**config.mk**
```make
export PLATFORM = sky130hd
export DESIGN_NAME = giis_top
export DESIGN_NICKNAME = d
export VERILOG_FILES = /design/src/shared/giis_pkg.sv /design/src/hdl/giis_event_filter.sv /design/src/hdl/giis_pin_route.sv /design/src/hdl/giis_top.sv
export SDC_FILE = /design/constraint.sdc
export NUM_CORES = 1
export LEC_CHECK = 0
export ABC_AREA = 1
export BUFFER_PORTS_ARGS = -buffer_cell sky130_fd_sc_hd__buf_4
export CELL_PAD_IN_SITES_DETAIL_PLACEMENT = 1
export CELL_PAD_IN_SITES_GLOBAL_PLACEMENT = 1
export CORE_MARGIN = 2
export CORE_UTILIZATION = 35
export DETAILED_ROUTE_END_ITERATION = 8
export HOLD_SLACK_MARGIN = 0.05
export PLACE_DENSITY_LB_ADDON = 0.1
export SLEW_MARGIN = 20
export SYNTH_ARGS = -nofsm -noshare
export SYNTH_HDL_FRONTEND = slang
export SYNTH_SLANG_ARGS = --single-unit
```
**constraint.sdc**
```tcl
create_clock -name pclk -period 1.8 [get_ports pclk]
set_input_delay 0.09 -clock pclk [delete_from_list [all_inputs] [get_ports pclk]]
set_output_delay 0.09 -clock pclk [all_outputs]
set_load 0.005 [all_outputs]
```
**src/shared/giis_pkg.sv**
```systemverilog
`default_nettype none
package giis_pkg;

  // ****************************************************************
  // bus geometry
  // ****************************************************************
  localparam int unsigned GIIS_AW    = 12;
  localparam int unsigned GIIS_DW    = 32;
  localparam int unsigned GIIS_NPIN  = 12;   // event-capable pins
  localparam int unsigned GIIS_NIND  = 8;    // pins that can be indicators
  localparam int unsigned GIIS_FUNW  = 2;    // indicator function width

  // ****************************************************************
  // register offsets (byte addresses)
  // ****************************************************************
  localparam logic [11:0] GIIS_OFS_IND_CFG   = 12'h1bc;
  localparam logic [11:0] GIIS_OFS_PIN_EVT   = 12'h1e8;
  localparam logic [11:0] GIIS_OFS_CHIP_STS  = 12'h058;
  localparam logic [11:0] GIIS_OFS_CHIP_EN   = 12'h05c;

  // ****************************************************************
  // field positions
  // ****************************************************************
  localparam int unsigned GIIS_EVT_STS_LSB   = 0;    // status 11:0
  localparam int unsigned GIIS_EVT_EN_LSB    = 16;   // enable 27:16
  localparam int unsigned GIIS_IND_EN_LSB    = 0;    // enable 7:0
  localparam int unsigned GIIS_IND_FUN_LSB   = 8;    // function 9:8
  localparam int unsigned GIIS_CHIP_GPIO_BIT = 12;   // gpio summary
  localparam int unsigned GIIS_CHIP_LOAD_BIT = 0;    // loader wrote config
  localparam int unsigned GIIS_CHIP_STRP_BIT = 1;    // straps captured

  // ****************************************************************
  // reset values
  // ****************************************************************
  localparam logic [11:0] GIIS_RST_PIN12     = 12'h000;
  localparam logic [7:0]  GIIS_RST_IND_EN    = 8'h00;
  localparam logic [1:0]  GIIS_RST_IND_FUN   = 2'h0;
  localparam logic [31:0] GIIS_RST_WORD      = 32'h0000_0000;

  // ****************************************************************
  // timing
  // ****************************************************************
  localparam int unsigned GIIS_CLK_NS        = 20;   // pclk period
  localparam int unsigned GIIS_PERSIST_NS    = 40;   // least event width
  localparam int unsigned GIIS_PERSIST_CYC   = (GIIS_PERSIST_NS + GIIS_CLK_NS - 1) / GIIS_CLK_NS;
  localparam logic [1:0]  GIIS_PERSIST_CNT   = 2'(GIIS_PERSIST_CYC);
  localparam logic [1:0]  GIIS_STRAP_SETTLE  = 2'h3;  // cycles after release

  // ****************************************************************
  // state types
  // ****************************************************************
  typedef enum logic [2:0] {
    GIIS_BUS_IDLE = 3'b001,
    GIIS_BUS_WAIT = 3'b010,
    GIIS_BUS_RESP = 3'b100
  } giis_bus_st_t;

  typedef enum logic [2:0] {
    GIIS_STRAP_HOLD = 3'b001,
    GIIS_STRAP_LOAD = 3'b010,
    GIIS_STRAP_RUN  = 3'b100
  } giis_strap_st_t;

endpackage
`default_nettype wire

```
**src/hdl/giis_event_filter.sv**
```systemverilog
`timescale 1ns/1ps
`default_nettype none
module giis_event_filter
  import giis_pkg::*;
(
  input  wire logic                 pclk,        // system clock
  input  wire logic                 presetn,     // async reset, low
  input  wire logic [GIIS_NPIN-1:0] pin_level,   // raw pin levels
  output logic      [GIIS_NPIN-1:0] recognised   // persistent high level
);

  // ****************************************************************
  // two-stage synchroniser
  // ****************************************************************
  logic [GIIS_NPIN-1:0] meta;
  logic [GIIS_NPIN-1:0] sync;
  logic [1:0]           run [GIIS_NPIN];

  // first stage feeds only the second
  always_ff @(posedge pclk or negedge presetn) begin
    if (!presetn) begin
      meta <= GIIS_RST_PIN12;
      sync <= GIIS_RST_PIN12;
    end else begin
      meta <= pin_level;
      sync <= meta;
    end
  end

  // ****************************************************************
  // persistence counter per pin
  // ****************************************************************
  // a level counts only after more than the least width of samples
  always_ff @(posedge pclk or negedge presetn) begin
    if (!presetn) begin
      recognised <= GIIS_RST_PIN12;
      for (int i = 0; i < GIIS_NPIN; i++) run[i] <= 2'h0;
    end else begin
      for (int i = 0; i < GIIS_NPIN; i++) begin
        if (!sync[i]) begin
          run[i]        <= 2'h0;
          recognised[i] <= 1'b0;
        end else if (run[i] == GIIS_PERSIST_CNT) begin
          recognised[i] <= 1'b1;
        end else begin
          run[i]        <= run[i] + 2'h1;
          recognised[i] <= 1'b0;
        end
      end
    end
  end

endmodule
`default_nettype wire

```
**src/hdl/giis_pin_route.sv**
```systemverilog
`timescale 1ns/1ps
`default_nettype none
module giis_pin_route
  import giis_pkg::*;
(
  input  wire logic                 pclk,          // system clock
  input  wire logic                 presetn,       // async reset, low
  input  wire logic [GIIS_NIND-1:0] ind_enable,    // indicator enable per pin
  input  wire logic [GIIS_FUNW-1:0] ind_function,  // opaque function code
  input  wire logic [GIIS_NIND-1:0] gpio_drive,    // ordinary gpio output
  input  wire logic [GIIS_NIND-1:0] ind_drive,     // mapped indicator level
  output logic      [GIIS_NIND-1:0] pin_drive,     // level toward the pin
  output logic      [GIIS_FUNW-1:0] fun_out        // code toward the mapper
);

  // ****************************************************************
  // per-pin source select
  // ****************************************************************
  // function code is forwarded untouched; its meaning lives in the mapper
  always_ff @(posedge pclk or negedge presetn) begin
    if (!presetn) begin
      pin_drive <= GIIS_RST_IND_EN;
      fun_out   <= GIIS_RST_IND_FUN;
    end else begin
      fun_out   <= ind_function;
      pin_drive <= (ind_enable & ind_drive) | (~ind_enable & gpio_drive);
    end
  end

endmodule
`default_nettype wire

```
**src/hdl/giis_top.sv**
```systemverilog
// Behaviour
// - writing one to a pin event status bit clears it; zero leaves it.
// - enabled pin event status bits OR into chip status bit 12.
// - each of twelve enable bits admits its pin into the summary.
// - status bits record events whether or not their enable is set.
// - interrupt output asserts for gpio only if chip enable bit 12 set.
// - twelve status bits; status and enable fields reset to zero.
// - event inputs are levels; must persist beyond 40 ns to count.
// - indicator enable bit routes its pin to indicator, else gpio.
// - two-bit function selects indicator behaviour for enabled pins only.
// - indicator fields default from straps caught at reset release.
// - configuration loader may overwrite strap defaults after reset.
// - reserved bits read as zero and ignore writes; chip enable bits 11:2 take writes and read back.
`timescale 1ns/1ps
`default_nettype none
module giis_top
  import giis_pkg::*;
(
  input  wire logic                 pclk,                     // system clock
  input  wire logic                 presetn,                  // async reset, low
  input  wire logic [GIIS_AW-1:0]   paddr,                    // apb address
  input  wire logic                 psel,                     // apb select
  input  wire logic                 penable,                  // apb enable
  input  wire logic                 pwrite,                   // apb direction
  input  wire logic [GIIS_DW-1:0]   pwdata,                   // apb write data
  output logic      [GIIS_DW-1:0]   prdata,                   // apb read data
  output logic                      pready,                   // apb ready
  output logic                      pslverr,                  // apb error
  input  wire logic [GIIS_NPIN-1:0] gpio_event_in,            // event pins, async
  input  wire logic                 pin_reset_n,              // reset pin, async
  input  wire logic [GIIS_NIND-1:0] indicator_enable_strap,   // strap, async
  input  wire logic [GIIS_FUNW-1:0] indicator_function_strap, // strap, async
  input  wire logic                 loader_valid,             // loader write strobe
  input  wire logic [GIIS_NIND-1:0] loader_ind_enable,        // loader enable value
  input  wire logic [GIIS_FUNW-1:0] loader_ind_function,      // loader function value
  input  wire logic [GIIS_NIND-1:0] gpio_drive,               // gpio output data
  input  wire logic [GIIS_NIND-1:0] indicator_drive,          // mapper output levels
  output logic      [GIIS_NIND-1:0] pin_drive,                // routed pin level
  output logic      [GIIS_FUNW-1:0] indicator_function_select,// code to mapper
  output logic      [GIIS_NIND-1:0] indicator_pin_enable,     // indicator enables
  output logic                      irq                       // level interrupt
);

  // ****************************************************************
  // helper functions
  // ****************************************************************
  // sticky update: a set in the same cycle as a clear wins
  function automatic logic [GIIS_NPIN:0] sticky(
    input logic [GIIS_NPIN:0] cur,
    input logic [GIIS_NPIN:0] set,
    input logic [GIIS_NPIN:0] clr
  );
    sticky = (cur & ~clr) | set;
  endfunction

  // address match for a completing write
  function automatic logic wr_hit(
    input logic             commit,
    input logic             is_wr,
    input logic [11:0]      addr,
    input logic [11:0]      ofs
  );
    wr_hit = commit && is_wr && (addr == ofs);
  endfunction

  // ****************************************************************
  // declarations
  // ****************************************************************
  giis_bus_st_t         bus_st;
  giis_strap_st_t       strap_st;
  logic [GIIS_NPIN-1:0] evt_status;      // pin event status 11:0
  logic [GIIS_NPIN-1:0] evt_enable;      // pin event enable 27:16
  logic [GIIS_NIND-1:0] ind_enable;      // indicator enable 7:0
  logic [GIIS_FUNW-1:0] ind_function;    // indicator function 9:8
  logic [GIIS_NPIN:0]   chip_sticky;     // chip status sticky bits
  logic [GIIS_NPIN:0]   chip_enable;     // chip interrupt mask
  logic [GIIS_NPIN-1:0] recognised;      // filtered event levels
  logic [GIIS_NIND-1:0] strap_en_m;
  logic [GIIS_NIND-1:0] strap_en_s;
  logic [GIIS_FUNW-1:0] strap_fun_m;
  logic [GIIS_FUNW-1:0] strap_fun_s;
  logic                 prst_m;
  logic                 prst_s;
  logic [1:0]           settle;
  logic                 commit;
  logic                 gpio_summary;
  logic [GIIS_NPIN:0]   chip_view;
  logic [GIIS_NPIN:0]   chip_set;
  logic [GIIS_NPIN:0]   chip_clr;
  logic                 wr_evt;
  logic                 wr_ind;
  logic                 wr_csts;
  logic                 wr_cen;
  logic                 strap_load;
  logic                 addr_ok;
  logic [GIIS_DW-1:0]   next_rdata;

  // ****************************************************************
  // event input filtering
  // ****************************************************************
  giis_event_filter u_filter (
    .pclk       (pclk),
    .presetn    (presetn),
    .pin_level  (gpio_event_in),
    .recognised (recognised)
  );

  // ****************************************************************
  // pin and strap synchronisers
  // ****************************************************************
  // first stages are read by the second stages only
  always_ff @(posedge pclk or negedge presetn) begin
    if (!presetn) begin
      prst_m      <= 1'b0;
      prst_s      <= 1'b0;
      strap_en_m  <= GIIS_RST_IND_EN;
      strap_en_s  <= GIIS_RST_IND_EN;
      strap_fun_m <= GIIS_RST_IND_FUN;
      strap_fun_s <= GIIS_RST_IND_FUN;
    end else begin
      prst_m      <= pin_reset_n;
      prst_s      <= prst_m;
      strap_en_m  <= indicator_enable_strap;
      strap_en_s  <= strap_en_m;
      strap_fun_m <= indicator_function_strap;
      strap_fun_s <= strap_fun_m;
    end
  end

  // ****************************************************************
  // strap capture sequence
  // ****************************************************************
  // waits for the synchronisers to settle after either reset lets go
  always_ff @(posedge pclk or negedge presetn) begin
    if (!presetn) begin
      strap_st <= GIIS_STRAP_HOLD;
      settle   <= 2'h0;
    end else begin
      case (strap_st)
        GIIS_STRAP_HOLD: begin
          if (!prst_s) begin
            settle <= 2'h0;
          end else if (settle == GIIS_STRAP_SETTLE) begin
            strap_st <= GIIS_STRAP_LOAD;
          end else begin
            settle <= settle + 2'h1;
          end
        end
        GIIS_STRAP_LOAD: begin
          strap_st <= GIIS_STRAP_RUN;
        end
        GIIS_STRAP_RUN: begin
          if (!prst_s) begin
            strap_st <= GIIS_STRAP_HOLD;
            settle   <= 2'h0;
          end
        end
        default: begin
          strap_st <= GIIS_STRAP_HOLD;
          settle   <= 2'h0;
        end
      endcase
    end
  end

  assign strap_load = (strap_st == GIIS_STRAP_LOAD);

  // ****************************************************************
  // apb slave sequence
  // ****************************************************************
  // two wait cycles after penable rises, then pready for one cycle; writes commit with it
  always_ff @(posedge pclk or negedge presetn) begin
    if (!presetn) begin
      bus_st  <= GIIS_BUS_IDLE;
      pready  <= 1'b0;
      pslverr <= 1'b0;
      prdata  <= GIIS_RST_WORD;
    end else begin
      case (bus_st)
        GIIS_BUS_IDLE: begin
          pready  <= 1'b0;
          pslverr <= 1'b0;
          if (psel && penable) begin
            bus_st <= GIIS_BUS_WAIT;
          end
        end
        GIIS_BUS_WAIT: begin
          bus_st  <= GIIS_BUS_RESP;
          pready  <= 1'b1;
          pslverr <= !addr_ok;
          prdata  <= pwrite ? GIIS_RST_WORD : next_rdata;
        end
        GIIS_BUS_RESP: begin
          bus_st  <= GIIS_BUS_IDLE;
          pready  <= 1'b0;
          pslverr <= 1'b0;
          prdata  <= GIIS_RST_WORD;
        end
        default: begin
          bus_st  <= GIIS_BUS_IDLE;
          pready  <= 1'b0;
          pslverr <= 1'b0;
          prdata  <= GIIS_RST_WORD;
        end
      endcase
    end
  end

  assign commit  = (bus_st == GIIS_BUS_RESP) && psel && penable;
  assign addr_ok = (paddr == GIIS_OFS_IND_CFG) || (paddr == GIIS_OFS_PIN_EVT) ||
                   (paddr == GIIS_OFS_CHIP_STS) || (paddr == GIIS_OFS_CHIP_EN);
  assign wr_evt  = wr_hit(commit, pwrite, paddr, GIIS_OFS_PIN_EVT);
  assign wr_ind  = wr_hit(commit, pwrite, paddr, GIIS_OFS_IND_CFG);
  assign wr_csts = wr_hit(commit, pwrite, paddr, GIIS_OFS_CHIP_STS);
  assign wr_cen  = wr_hit(commit, pwrite, paddr, GIIS_OFS_CHIP_EN);

  // ****************************************************************
  // read data assembly
  // ****************************************************************
  // unlisted bits stay zero and never take write data
  always_comb begin
    next_rdata = GIIS_RST_WORD;
    case (paddr)
      GIIS_OFS_PIN_EVT: begin
        next_rdata[GIIS_EVT_STS_LSB +: GIIS_NPIN] = evt_status;
        next_rdata[GIIS_EVT_EN_LSB +: GIIS_NPIN]  = evt_enable;
      end
      GIIS_OFS_IND_CFG: begin
        next_rdata[GIIS_IND_EN_LSB +: GIIS_NIND]  = ind_enable;
        next_rdata[GIIS_IND_FUN_LSB +: GIIS_FUNW] = ind_function;
      end
      GIIS_OFS_CHIP_STS: begin
        next_rdata[GIIS_NPIN:0] = chip_view;
      end
      GIIS_OFS_CHIP_EN: begin
        next_rdata[GIIS_NPIN:0] = chip_enable;
      end
      default: begin
        next_rdata = GIIS_RST_WORD;
      end
    endcase
  end

  // ****************************************************************
  // pin event status and enable
  // ****************************************************************
  // status latches the filtered source regardless of enable
  always_ff @(posedge pclk or negedge presetn) begin
    if (!presetn) begin
      evt_status <= GIIS_RST_PIN12;
      evt_enable <= GIIS_RST_PIN12;
    end else if (!prst_s) begin
      evt_status <= GIIS_RST_PIN12;
      evt_enable <= GIIS_RST_PIN12;
    end else begin
      if (wr_evt) begin
        evt_status <= (evt_status & ~pwdata[GIIS_EVT_STS_LSB +: GIIS_NPIN]) | recognised;
        evt_enable <= pwdata[GIIS_EVT_EN_LSB +: GIIS_NPIN];
      end else begin
        evt_status <= evt_status | recognised;
      end
    end
  end

  // ****************************************************************
  // indicator configuration
  // ****************************************************************
  // strap capture first, then loader, then software
  always_ff @(posedge pclk or negedge presetn) begin
    if (!presetn) begin
      ind_enable   <= GIIS_RST_IND_EN;
      ind_function <= GIIS_RST_IND_FUN;
    end else if (strap_load) begin
      ind_enable   <= strap_en_s;
      ind_function <= strap_fun_s;
    end else if (loader_valid && strap_st == GIIS_STRAP_RUN) begin
      ind_enable   <= loader_ind_enable;
      ind_function <= loader_ind_function;
    end else if (wr_ind) begin
      ind_enable   <= pwdata[GIIS_IND_EN_LSB +: GIIS_NIND];
      ind_function <= pwdata[GIIS_IND_FUN_LSB +: GIIS_FUNW];
    end
  end

  // ****************************************************************
  // chip level status and mask
  // ****************************************************************
  // summary is a live cascade; the other bits are sticky events
  assign gpio_summary = |(evt_status & evt_enable);

  always_comb begin
    chip_set = '0;
    chip_clr = '0;
    chip_set[GIIS_CHIP_LOAD_BIT] = loader_valid && (strap_st == GIIS_STRAP_RUN);
    chip_set[GIIS_CHIP_STRP_BIT] = strap_load;
    if (wr_csts) begin
      chip_clr = pwdata[GIIS_NPIN:0];
    end
    chip_clr[GIIS_CHIP_GPIO_BIT] = 1'b0;
    chip_view = chip_sticky;
    chip_view[GIIS_CHIP_GPIO_BIT] = gpio_summary;
  end

  // sticky bits, write one to clear
  always_ff @(posedge pclk or negedge presetn) begin
    if (!presetn) begin
      chip_sticky <= '0;
    end else begin
      chip_sticky <= sticky(chip_sticky, chip_set, chip_clr);
    end
  end

  // interrupt mask, same layout as status
  always_ff @(posedge pclk or negedge presetn) begin
    if (!presetn) begin
      chip_enable <= '0;
    end else if (wr_cen) begin
      chip_enable <= pwdata[GIIS_NPIN:0];
    end
  end

  // level interrupt, gated by the chip mask
  always_ff @(posedge pclk or negedge presetn) begin
    if (!presetn) begin
      irq <= 1'b0;
    end else begin
      irq <= |(chip_view & chip_enable);
    end
  end

  // ****************************************************************
  // indicator output registers
  // ****************************************************************
  always_ff @(posedge pclk or negedge presetn) begin
    if (!presetn) begin
      indicator_pin_enable <= GIIS_RST_IND_EN;
    end else begin
      indicator_pin_enable <= ind_enable;
    end
  end

  giis_pin_route u_route (
    .pclk         (pclk),
    .presetn      (presetn),
    .ind_enable   (ind_enable),
    .ind_function (ind_function),
    .gpio_drive   (gpio_drive),
    .ind_drive    (indicator_drive),
    .pin_drive    (pin_drive),
    .fun_out      (indicator_function_select)
  );

endmodule
`default_nettype wire

```
==> impl_metrics.py <==
metrics = {
    "status": {
        "status": "complete, no violations",
    },
    "clocking": {
        "cts.reportedPaths.clkPinSlew_ns": 0.08,
        "cts_root_buf": "clkbuf_16",
        "clk_latency_ns": 0.43,
        "h-tree-depth": 4,
        "cts.sinks": 195,
        "clockBufferDepth": 2,
        "cts_tree": "done",
        "cts_inserted_buffers": 17,
    },
    "synth": {
        "yosysSeqAreaShare_pct": 60.5,
        "syn_area_mm2": 0.00808,
        "yosysWarnings": 0,
        "ys_ff_latch": 195,
        "synthDistinctLibCells": 32,
        "synth.largest_area_cell": "dfrtp_1",
        "postSynthCellCount": 884,
        "synthDominantCellAreaShare_pct": 59.8,
        "syn_avg_cell_area_um2": 9.13,
        "synthTopCellsByArea": "dfrtp_1, nand2_1, inv_1",
    },
    "sta": {
        "min_period_ns": 1.63,
        "layout_setup_ws_ns": 0.165,
        "hold_viol": 0,
        "finalSetupViolCount": 0,
        "max_freq_mhz": 612,
        "grt_setup_unrepaired": "false",
        "drv_slew": 0,
        "post-route-period-util_pct": 90.8,
        "fin_worst_skew_ns": 0.0110,
        "tns_ns": 0,
    },
    "floorplanning": {
        "row_count": 55,
        "die-area_mm2": 0.0243,
        "core_area_mm2": 0.0226,
        "ios": 152,
        "dieWidth_um": 156,
        "die_y_um": 156,
        "start_util_pct": 35.7,
    },
    "power_and_ir_drop": {
        "leakagePower_nw": 5.59,
        "p_total_mw": 10.5,
        "power-per-cell-area_mw_per_mm2": 969,
        "peakVddDrop_uv": 595,
    },
    "cells_and_area": {
        "nFillCells": 2604,
        "layout-drive-gt1-share_pct": 18.7,
        "fin_area_mm2": 0.0109,
        "antennaDiodeCount": 0,
        "fin_nets": 1218,
        "area_growth_pct": 34.5,
    },
    "critical_path": {
        "cp_data_required_time_ns": 2.11,
        "cp.arrival_ns": 1.95,
        "cp-start-kind": "flop",
        "max_stage_delay_ns": 0.39,
        "end_kind": "flop",
        "crit_type": "flop to flop",
        "worstPathMaxFanout": 14,
        "slowest_stage": "dfrtp_1",
        "cp_cell_sequence": "inv_1 -> nand3_1 -> nor2_2 -> inv_1 -> nor2_4 -> buf_4 -> nand2_1 -> nand2_1 -> a21oi_1",
    },
    "global_routing": {
        "grt_overflow_total": 0,
        "grt_max_degree": 62,
        "antenna_found_initial": 0,
        "track_usage_pct": 19.0,
        "grt_pass1_vias": 6841,
        "grt_pass1_wl_mm": 35.7,
    },
    "route": {
        "routed_via_density": 4.63,
        "drc_errors": 0,
        "wl_mm": 21.8,
        "first_pass_iters": 5,
        "wire_per_inst_um": 15.5,
        "drtIter0Drc": 272,
        "antenna_left": 0,
        "dr_total_vias": 6505,
    },
    "placement": {
        "dp_slack_ns": 0.112,
        "dpl_cell_area_mm2": 0.00954,
        "portBuffers": 137,
        "place.gp.congestion": 0.779,
        "hpwlAfterDp_mm": 16.1,
    },
    "run": {
        "cap_violations": 0,
    },
    "min_path": {
        "min_path_type": "primary input to asynchronous set/reset pin",
    },
}
[Yosys cell counts (all sizes together)]
| library cell | n |
|---|---|
| a21boi | 1 |
| a21oi | 13 |
| a221oi | 3 |
| and2 | 2 |
| buf | 22 |
| clkbuf | 9 |
| clkinv | 1 |
| conb | 1 |
| dfrtp | 193 |
| dfstp | 2 |
| ha | 13 |
| inv | 138 |
| mux2 | 1 |
| nand2 | 252 |
| nand3 | 77 |
| nand4 | 13 |
| nor2 | 35 |
| nor3 | 5 |
| o211a | 2 |
| o21ai | 78 |
| o21bai | 1 |
| o31ai | 22 |
[path summary, 6_finish.rpt]
kind | start | endpoint | slack [ns] | depth (start not counted)
worst min-delay path | presetn | indicator_pin_enable[2] | 0.08 | 2
worst max register to register | bus_st[1] | evt_status[10] | 0.17 | 9
min in group pclk | pwrite | prdata[12] | 0.10 | 6
worst min register to register | strap_en_m[2] | strap_en_s[2] | 0.34 | 0
worst max-delay path | bus_st[1] | evt_status[10] | 0.17 | 9
max in group asynchronous | presetn | u_filter.run[18] | 1.07 | 3
[cell families after synthesis]
family,Yosys count,share of synthesized area (%)
buf+inv,170,8.71
fa+ha+maj,13,2.01
compound gates,120,8.58
flops,195,60.5
other cells,1,0.0464
mux,1,0.139
simple gates,384,20.0
[flip-flops by register name, indices dropped and copies added, names as in the netlist, 3 cells and up]
| register | flops |
|---|---|
| evt_enable | 12 |
| u_filter.sync | 12 |
| chip_enable | 13 |
| u_filter.recognised | 12 |
| strap_st | 3 |
| evt_status | 12 |
| ind_enable | 8 |
| bus_st | 3 |
| indicator_pin_enable | 8 |
| chip_sticky | 12 |
| strap_en_m | 8 |
| prdata | 25 |
| strap_en_s | 8 |
| u_route.pin_drive | 8 |
| u_filter.run | 24 |
| u_filter.meta | 12 |
[cell usage in the layout (no fill, tap or decap), types with 2 or more instances in the layout]
master           n
a21oi_1         13
a221oi_1         3
and2_1           2
buf_12           4
buf_4          156
bufinv_16        3
clkbuf_16       17
clkbuf_8         3
clkinv_4         2
clkinv_8         2
conb_1           7
dfrtp_1        193
dfstp_2          2
dlygate4sd3_1   67
ha_1            13
inv_1          137
inv_6            5
nand2_1        249
nand2_2          3
nand3_1         75
nand3_2          2
nand4_1         13
nor2_1          30
nor2_2           3
nor2_4           2
nor3_1           4
o211a_1          2
o21ai_0         72
o21ai_1          6
o31ai_1         22
[metrics by stage]
stage	hold slack [ns]	util, %	std cells
detailed placement	-0.0325	42.1	1305
global placement	-0.0292	42.1	1305
CTS	0.0614	47.9	1404
global route	0.0734	48.0	1404
finish	0.0784	48.0	1404
floorplan	-0.206	-	890
[per-layer routing]
metal | vias up | global-route usage [%] | routed length [um]
met5 | - | 0 | 0
met4 | 0 | 4.67 | 250
met3 | 15 | 3.14 | 699
met2 | 95 | 33.7 | 11200
met1 | 3166 | 24.3 | 9630
li1 | 3229 | - | -
[power breakdown]
group / internal (mW) / leakage (nW) / switching [mW]
Combinational: 0.666 / 2.83 / 0.685
Clock: 2.31 / 0.315 / 1.76
Sequential: 4.82 / 2.45 / 0.279
[final cells by class]
class	count	area, um2	share of cell area [%]
inverter	139	522	4.81
timing repair buffer	228	1940	17.8
sequential	195	4880	45.0
clock inverter	13	189	1.74
tap	285	357	3.28
clock buffer	19	453	4.17
multi-input combinational	525	2520	23.2
[repair_timing]
item / in CTS / in global routing
setup buffers: 0 / 0
resized for setup: 0 / 1
endpoints found under the setup margin: 0 / 5
hold buffers: 67 / 0
hold endpoints to repair: 268 / 0
[worst max-delay path, delay by kind of cell (launching register included)]
| kind | cells | cell delay [ns] |
|---|---|---|
| simple gates | 5 | 0.59 |
| flops | 1 | 0.39 |
| buf+inv | 3 | 0.48 |
| compound gates | 1 | 0.06 |
No activity file was read; power rests on OpenSTA's default activity.
